==> config.mk <==
export PLATFORM = sky130hd
export DESIGN_NAME = emb_bus
export DESIGN_NICKNAME = d
export VERILOG_FILES = /design/src/verilog/emb_pkg.sv /design/src/verilog/emb_slot_if.sv /design/src/verilog/emb_bus.sv /design/src/verilog/emb_slot_timer.sv
export SDC_FILE = /design/constraint.sdc
export NUM_CORES = 1
export LEC_CHECK = 0
export ABC_AREA = 1
export ABC_CLOCK_PERIOD_IN_PS = 2800
export BUFFER_PORTS_ARGS = -buffer_cell sky130_fd_sc_hd__buf_2
export CAP_MARGIN = 0
export CORE_MARGIN = 10
export CORE_UTILIZATION = 45
export DETAILED_ROUTE_END_ITERATION = 6
export PLACE_DENSITY = 0.77
export SYNTH_ARGS = -nofsm -noshare
export SYNTH_HDL_FRONTEND = slang
export SYNTH_SLANG_ARGS = --single-unit
==> constraint.sdc <==
create_clock -name clock_in -period 2.8 [get_ports clock_in]
set_input_delay 0.56 -clock clock_in [delete_from_list [all_inputs] [get_ports clock_in]]
set_output_delay 0.56 -clock clock_in [all_outputs]
set_load 0.05 [all_outputs]
==> src/verilog/emb_pkg.sv <==
// constants and types of the external memory bus block
// assumes one clock at the oscillator rate, so one slot is six clocks
package emb_pkg;

  // =========================================================
  // slot timing, counted in clock cycles
  localparam int unsigned SLOT_CLKS      = 6;    // one address-latch period
  localparam int unsigned PHASE_W        = 3;    // width of the phase count
  localparam logic [2:0]  PH_FIRST       = 3'h0; // slot start
  localparam logic [2:0]  PH_LAST        = 3'h5; // slot end
  localparam logic [2:0]  PH_ALE_END     = 3'h1; // last phase of latch strobe
  localparam logic [2:0]  PH_ADDR_END    = 3'h2; // last phase of low address
  localparam logic [2:0]  PH_FETCH_START = 3'h3; // program enable goes low
  localparam logic [2:0]  PH_SAMPLE      = 3'h4; // read data taken here
  localparam logic [2:0]  PH_STB_START   = 3'h1; // read/write strobe low
  localparam logic [2:0]  PH_STB_END     = 3'h4; // read/write strobe high after

  // =========================================================
  // reset values of the pins
  localparam logic [7:0]  PORT_RESET     = 8'hff; // ports idle high

  // =========================================================
  // access kinds; bit 1 set means data space
  typedef enum logic [1:0] {
    EMB_K_FETCH  = 2'b00,  // instruction fetch
    EMB_K_CODE   = 2'b01,  // code_table_read
    EMB_K_DREAD  = 2'b10,  // data memory read
    EMB_K_DWRITE = 2'b11   // data memory write
  } emb_kind_e;

  // slot kinds
  typedef enum logic {
    EMB_ST_ADDR = 1'b0,    // slot with a latch strobe
    EMB_ST_DATA = 1'b1     // data strobe slot, latch strobe omitted
  } emb_state_e;

endpackage

==> src/verilog/emb_slot_if.sv <==
// phase carrier between the slot divider and the bus sequencer
// assumes both ends sit on the same clock
`timescale 1ns/1ps
interface emb_slot_if;
  logic [2:0] phase;  // position inside the slot
  logic       last;   // one-cycle enable at the final phase

  modport timer (output phase, output last);
  modport user  (input phase, input last);
endinterface

==> src/verilog/emb_bus.sv <==
// external memory bus sequencer: latch strobe, program enable, strobes
// assumes a core that holds its request until it sees the acknowledge,
// and board pull-ups on the latch strobe and program enable pins
`timescale 1ns/1ps

// Overview of operation
// low address and data share one port
// upper address driven on second port
// latch strobe every six oscillator clocks
// one latch pulse skipped per data access
// latch strobe released to pull-up in reset
// program enable low for fetch, table reads
// program enable released to pull-up in reset
// program select input held low by system
// reset held at least two machine cycles
// write and read strobes on port three
// separate 64K program and data spaces
// latch captures address on strobe fall
module emb_bus (
  // clock and reset
  input  wire logic        clock_in,
  input  wire logic        rst_in,
  // core request
  input  wire logic        req_valid_in,
  input  wire logic [1:0]  req_kind_in,
  input  wire logic [15:0] req_addr_in,
  input  wire logic [7:0]  req_wdata_in,
  output logic             req_ack_out,
  // core answer
  output logic             rsp_valid_out,
  output logic [7:0]       rsp_data_out,
  // general use of the upper port when no access runs
  input  wire logic [7:0]  gpio_out_in,
  input  wire logic [7:0]  gpio_oe_in,
  // multiplexed port
  input  wire logic [7:0]  muxed_addr_data_port_in,
  output logic [7:0]       muxed_addr_data_port_out,
  output logic             muxed_addr_data_port_oe_out,
  // upper address port
  output logic [7:0]       upper_address_port_out,
  output logic [7:0]       upper_address_port_oe_out,
  // control pins
  output logic             addr_latch_out,
  output logic             addr_latch_oe_out,
  output logic             program_fetch_enable_n_out,
  output logic             program_fetch_enable_oe_out,
  output logic             data_write_n_out,
  output logic             data_read_n_out,
  // strap monitor
  input  wire logic        external_program_select_n_in,
  output logic             program_select_fault_out
);

  // =========================================================
  // slot divider
  emb_slot_if slot ();  // phase carrier

  emb_slot_timer u_timer (
    .clock_in (clock_in),
    .rst_in   (rst_in),
    .slot     (slot)
  );

  logic [2:0] ph_nxt;  // phase the pins will show next
  assign ph_nxt = slot.last ? emb_pkg::PH_FIRST : (slot.phase + 3'h1);

  // =========================================================
  // access state
  emb_pkg::emb_state_e state_r,  state_nxt;  // slot kind
  emb_pkg::emb_kind_e  kind_r,   kind_nxt;   // current access kind
  logic                op_r,     op_nxt;     // slot carries an access
  logic [15:0]         addr_r,   addr_nxt;   // 16-bit address
  logic [7:0]          wdata_r,  wdata_nxt;  // write byte
  // pin and answer registers
  logic       ack_r,   ack_nxt;
  logic       rspv_r,  rspv_nxt;
  logic [7:0] rspd_r,  rspd_nxt;
  logic [7:0] p0_r,    p0_nxt;
  logic       p0oe_r,  p0oe_nxt;
  logic [7:0] p2_r,    p2_nxt;
  logic [7:0] p2oe_r,  p2oe_nxt;
  logic       ale_r,   ale_nxt;
  logic       pen_r,   pen_nxt;
  logic       wrn_r,   wrn_nxt;
  logic       rdn_r,   rdn_nxt;
  logic       ctloe_r;                  // control pins driven
  logic       fault_r;                  // strap seen high
  logic       stb;                      // strobe window of a data slot

  // sequencing and pin values; pins are computed for the next phase
  // so that every output comes straight from a flip-flop
  always_comb begin
    state_nxt = state_r;
    kind_nxt  = kind_r;
    op_nxt    = op_r;
    addr_nxt  = addr_r;
    wdata_nxt = wdata_r;
    ack_nxt   = 1'b0;
    rspv_nxt  = 1'b0;
    rspd_nxt  = rspd_r;
    if (slot.last) begin
      if ((state_r == emb_pkg::EMB_ST_ADDR) && op_r && kind_r[1]) begin
        state_nxt = emb_pkg::EMB_ST_DATA;   // data slot drops one strobe
      end else begin
        // regular latch slot, new access taken only at a slot edge
        state_nxt = emb_pkg::EMB_ST_ADDR;
        op_nxt    = req_valid_in;
        if (req_valid_in) begin
          kind_nxt  = emb_pkg::emb_kind_e'(req_kind_in);
          addr_nxt  = req_addr_in;          // full 16-bit space
          wdata_nxt = req_wdata_in;
          ack_nxt   = 1'b1;
        end
      end
    end
    // read byte taken while the enable or read strobe is still low
    if ((slot.phase == emb_pkg::PH_SAMPLE) && op_r &&
        (((state_r == emb_pkg::EMB_ST_ADDR) && !kind_r[1]) ||
         ((state_r == emb_pkg::EMB_ST_DATA) && (kind_r == emb_pkg::EMB_K_DREAD)))) begin
      rspv_nxt = 1'b1;
      rspd_nxt = muxed_addr_data_port_in;
    end
    // latch strobe high for the first two phases of a latch slot
    ale_nxt = (state_nxt == emb_pkg::EMB_ST_ADDR) && (ph_nxt <= emb_pkg::PH_ALE_END);
    // program space only through the program enable
    pen_nxt = !(op_nxt && (state_nxt == emb_pkg::EMB_ST_ADDR) && !kind_nxt[1] &&
                (ph_nxt >= emb_pkg::PH_FETCH_START) && (ph_nxt <= emb_pkg::PH_SAMPLE));
    // data space only through the port three strobes
    stb     = (state_nxt == emb_pkg::EMB_ST_DATA) &&
              (ph_nxt >= emb_pkg::PH_STB_START) && (ph_nxt <= emb_pkg::PH_STB_END);
    rdn_nxt = !(stb && (kind_nxt == emb_pkg::EMB_K_DREAD));
    wrn_nxt = !(stb && (kind_nxt == emb_pkg::EMB_K_DWRITE));
    // low address first, then data on the same pins
    if (state_nxt == emb_pkg::EMB_ST_ADDR) begin
      p0_nxt   = addr_nxt[7:0];
      p0oe_nxt = (ph_nxt <= emb_pkg::PH_ADDR_END);
    end else begin
      p0_nxt   = wdata_nxt;
      p0oe_nxt = (kind_nxt == emb_pkg::EMB_K_DWRITE);
    end
    // upper address for the whole access, general port otherwise
    if (op_nxt) begin
      p2_nxt   = addr_nxt[15:8];
      p2oe_nxt = 8'hff;
    end else begin
      p2_nxt   = gpio_out_in;
      p2oe_nxt = gpio_oe_in;
    end
  end

  // register only; reset releases latch strobe and enable
  always_ff @(posedge clock_in or posedge rst_in) begin
    if (rst_in) begin
      state_r <= emb_pkg::EMB_ST_ADDR;
      kind_r  <= emb_pkg::EMB_K_FETCH;
      op_r    <= 1'b0;
      addr_r  <= 16'h0000;
      wdata_r <= 8'h00;
      ack_r   <= 1'b0;
      rspv_r  <= 1'b0;
      rspd_r  <= 8'h00;
      p0_r    <= emb_pkg::PORT_RESET;
      p0oe_r  <= 1'b0;
      p2_r    <= emb_pkg::PORT_RESET;
      p2oe_r  <= 8'h00;
      ale_r   <= 1'b1;
      pen_r   <= 1'b1;
      wrn_r   <= 1'b1;
      rdn_r   <= 1'b1;
      ctloe_r <= 1'b0;
      fault_r <= 1'b0;
    end else begin
      state_r <= state_nxt;
      kind_r  <= kind_nxt;
      op_r    <= op_nxt;
      addr_r  <= addr_nxt;
      wdata_r <= wdata_nxt;
      ack_r   <= ack_nxt;
      rspv_r  <= rspv_nxt;
      rspd_r  <= rspd_nxt;
      p0_r    <= p0_nxt;
      p0oe_r  <= p0oe_nxt;
      p2_r    <= p2_nxt;
      p2oe_r  <= p2oe_nxt;
      ale_r   <= ale_nxt;
      pen_r   <= pen_nxt;
      wrn_r   <= wrn_nxt;
      rdn_r   <= rdn_nxt;
      ctloe_r <= 1'b1;
      // strap must stay low; only flagged, execution stays external
      fault_r <= external_program_select_n_in;
    end
  end

  assign req_ack_out                 = ack_r;
  assign rsp_valid_out               = rspv_r;
  assign rsp_data_out                = rspd_r;
  assign muxed_addr_data_port_out    = p0_r;
  assign muxed_addr_data_port_oe_out = p0oe_r;
  assign upper_address_port_out      = p2_r;
  assign upper_address_port_oe_out   = p2oe_r;
  assign addr_latch_out              = ale_r;
  assign addr_latch_oe_out           = ctloe_r;
  assign program_fetch_enable_n_out  = pen_r;
  assign program_fetch_enable_oe_out = ctloe_r;
  assign data_write_n_out            = wrn_r;
  assign data_read_n_out             = rdn_r;
  assign program_select_fault_out    = fault_r;
endmodule

==> src/verilog/emb_slot_timer.sv <==
// divider that cuts the clock into six-cycle slots
// assumes clock_in is the oscillator and rst_in is asynchronous
`timescale 1ns/1ps
module emb_slot_timer (
  // clock and reset
  input  wire logic clock_in,
  input  wire logic rst_in,
  // phase towards the sequencer
  emb_slot_if.timer slot
);

  // =========================================================
  // phase counter
  logic [2:0] phase_r;    // current phase
  logic [2:0] phase_nxt;  // next phase

  // wrap after the last phase, giving one slot per latch pulse
  always_comb begin
    if (phase_r == emb_pkg::PH_LAST) begin
      phase_nxt = emb_pkg::PH_FIRST;
    end else begin
      phase_nxt = phase_r + 3'h1;
    end
  end

  // register only
  always_ff @(posedge clock_in or posedge rst_in) begin
    if (rst_in) begin
      phase_r <= 3'h0;
    end else begin
      phase_r <= phase_nxt;
    end
  end

  assign slot.phase = phase_r;
  assign slot.last  = (phase_r == emb_pkg::PH_LAST);

endmodule
==> impl_metrics.yaml <==
synthesis:
  syn_nets: 377
  ys_seq_elements: 72
  synth_area_leaders: "dfrtp_1, dfstp_2, nand2_1"
  ys_types: 23
  syn_avg_cell_area_um2: 9.12
  syn-cell-area_mm2: 0.00295
  seq_area_frac_synth: 0.620
  synth_top_area_share: 0.442
  synth_largest_area_cell: "dfrtp_1"
  synth_warnings: 0
  synthCells: 323
clock_tree:
  clk_pin_slew_ns: 0.07
  cts-root-buf: "clkbuf_8"
  post_cts_buffers: 0
  clock-sinks: 72
  hold_buffers: 0
  clk_latency_ns: 0.34
  tritoncts: "yes"
  clock_path_buffers: 2
  cts_buffers: 9
  htreeDepth: 3
  cts_resized: 0
global_route:
  track_usage: 0.134
  grt_max_degree: 40
  grt_pass1_vias: 2407
  grt_pass1_wl_um: 11000
  antenna_found_initial: 0
  grt_overflow_total: 0
final_layout:
  fin_cells: 502
  mostFrequentLayoutCell: "nand2_1"
  n_antenna_cell: 0
  final_cell_mix: "nand2_1, buf_2, dfrtp_1, inv_1, nand3_1"
  fin_nets: 474
  fillers: 590
  final_core_util: 0.582
  drive_above_1_share: 0.341
  syn_to_final_growth_pct: 25.5
placement:
  dp.cells: 486
  numPortBuffers: 95
  gp_congestion: 0.842
  dp_hpwl_um: 5090
worst_setup_path:
  crit_required_ns: 3.08
  cpPeakStageDelay_ns: 0.55
  end_kind: "flip-flop"
  critPathBufInv: 2
  slowest_stage: "nand3_1"
  r2r_cells: 7
  path_delay_family: "simple AND/OR/NAND/NOR gates"
  worst_setup_path_start_kind: "flip-flop"
  path_class: "reg -> reg"
  cp_common_cell: "nand3_1"
  crit_chain: "inv_1 -> nand3_1 -> nand3_1 -> clkinv_1 -> nand2_1 -> nand3_1 -> nand2_1"
  crit_fanout: 17
  path_depth: 7
  cp.arrival_ns: 2.63
die:
  ios: 96
  die_w_um: 101
  die_y_um: 101
  num_rows: 29
  design.die.area_mm2: 0.0102
  core_mm2: 0.00635
  start_util: 0.464
detailed_routing:
  first_pass_iters: 4
  drt-initial-drc-count: 87
  wl_um: 6810
  wl_per_cell_um: 13.6
  via_per_inst: 4.68
  num_vias: 2350
  drc: 0
  detail-route-antenna-nets: 0
timing:
  grt_setup_unrepaired: "no"
  worst-slew-pin-transition_ns: 0.723
  holdWs_ns: 0.320
  finalMaxSlewViolations: 0
  fmax_mhz: 425
  timing.final.crit_share: 0.840
  hold_viol_final: 0
  setup_tns_ns: 0
  finClkSkew_ns: 0.00888
  setup_viol: 0
  max-slew-margin-rel: 0.517
  fin_crit_ns: 2.35
outcome:
  run_status: "complete, no violations"
run:
  drv_cap: 0
power:
  p_total_mw: 3.52
  leakage_nw: 2.01
  power.density_mw_per_mm2: 951
  vdd_drop_max_mv: 0.463
min_path:
  hold-path-cell-count: 1
  hp-class: "in -> reg"
per-layer routing:
layer | vias to the layer above | GRT usage | part of all wire
li1 | 1183 | - | -
met1 | 1100 | 0.151 | 0.42
met2 | 57 | 0.223 | 0.50
met3 | 10 | 0.0391 | 0.065
met4 | 0 | 0.0707 | 0.017
met5 | - | 0 | 0
cells by family (layout without fill, tap and decap cells):
group / after synthesis / in the layout / synth area share
and+or+nand+nor: 172 / 172 / 0.248
DFF: 72 / 72 / 0.620
buffers and inverters: 58 / 160 / 0.0794
AOI/OAI and AO/OA: 20 / 20 / 0.0514
other: 1 / 1 / 0.00127
final timing paths:
kind                                              start                                     to  slack (ns)
max in group asynchronous                        rst_in    upper_address_port_out[5]$_DFF_PP1_        1.74
min in group asynchronous                        rst_in            rsp_data_out[2]$_DFFE_PP0P_        0.33
setup reg to reg                      state_r$_DFF_PP0_  muxed_addr_data_port_out[3]$_DFF_PP1_        0.45
hold reg to reg                     addr_r[9]$_DFF_PP0_                    addr_r[9]$_DFF_PP0_        0.47
setup / recovery                      state_r$_DFF_PP0_  muxed_addr_data_port_out[3]$_DFF_PP1_        0.45
hold / removal             external_program_select_n_in     program_select_fault_out$_DFF_PP0_        0.32
registers in the layout, summed over array words and instances, names as in the netlist, 2 cells and up:
name	flops
upper_address_port_oe_out	8
muxed_addr_data_port_out	8
addr_r	16
wdata_r	8
upper_address_port_out	8
rsp_data_out	8
kind_r	2
u_timer.slot.phase	3
synth_stat cells:
| library cell | instances |
|---|---|
| buf_6 | 1 |
| inv_1 | 43 |
| nand4_1 | 10 |
| buf_2 | 4 |
| or2_1 | 1 |
| nand2_2 | 2 |
| clkinv_1 | 2 |
| a21oi_1 | 2 |
| o21ai_0 | 1 |
| buf_4 | 1 |
| dfstp_2 | 20 |
| conb_1 | 1 |
| clkbuf_1 | 5 |
| nor3_1 | 1 |
| o21ai_4 | 1 |
| nor2_1 | 6 |
| nand3_1 | 21 |
| nand2_1 | 123 |
| nor2_4 | 1 |
| o21a_1 | 16 |
| inv_2 | 2 |
| dfrtp_1 | 52 |
| or2_2 | 7 |
report_power, final:
part	internal [mW]	total, mW	switching [mW]
Combinational	0.297	1.23	0.934
Sequential	1.36	1.44	0.0845
Clock	0.486	0.846	0.360
through the flow:
stage / area, um^2 / setup slack (ns)
after floorplan: 2950 / 0.448
after global placement: 3490 / 0.630
after detailed placement: 3490 / 0.490
after CTS: 3700 / 0.467
after global routing: 3700 / 0.158
final: 3700 / 0.448
cell type report:
type,instances,area (um^2),share of cell area
clock buffers,14,173,0.0467
well taps,77,96.3,0.0260
multi-input cells,193,886,0.240
repair buffers,97,503,0.136
inverters,47,176,0.0477
clock inverters,2,37.5,0.0101
flip-flops and latches,72,1830,0.494
Power figures use the tool's default switching activity.
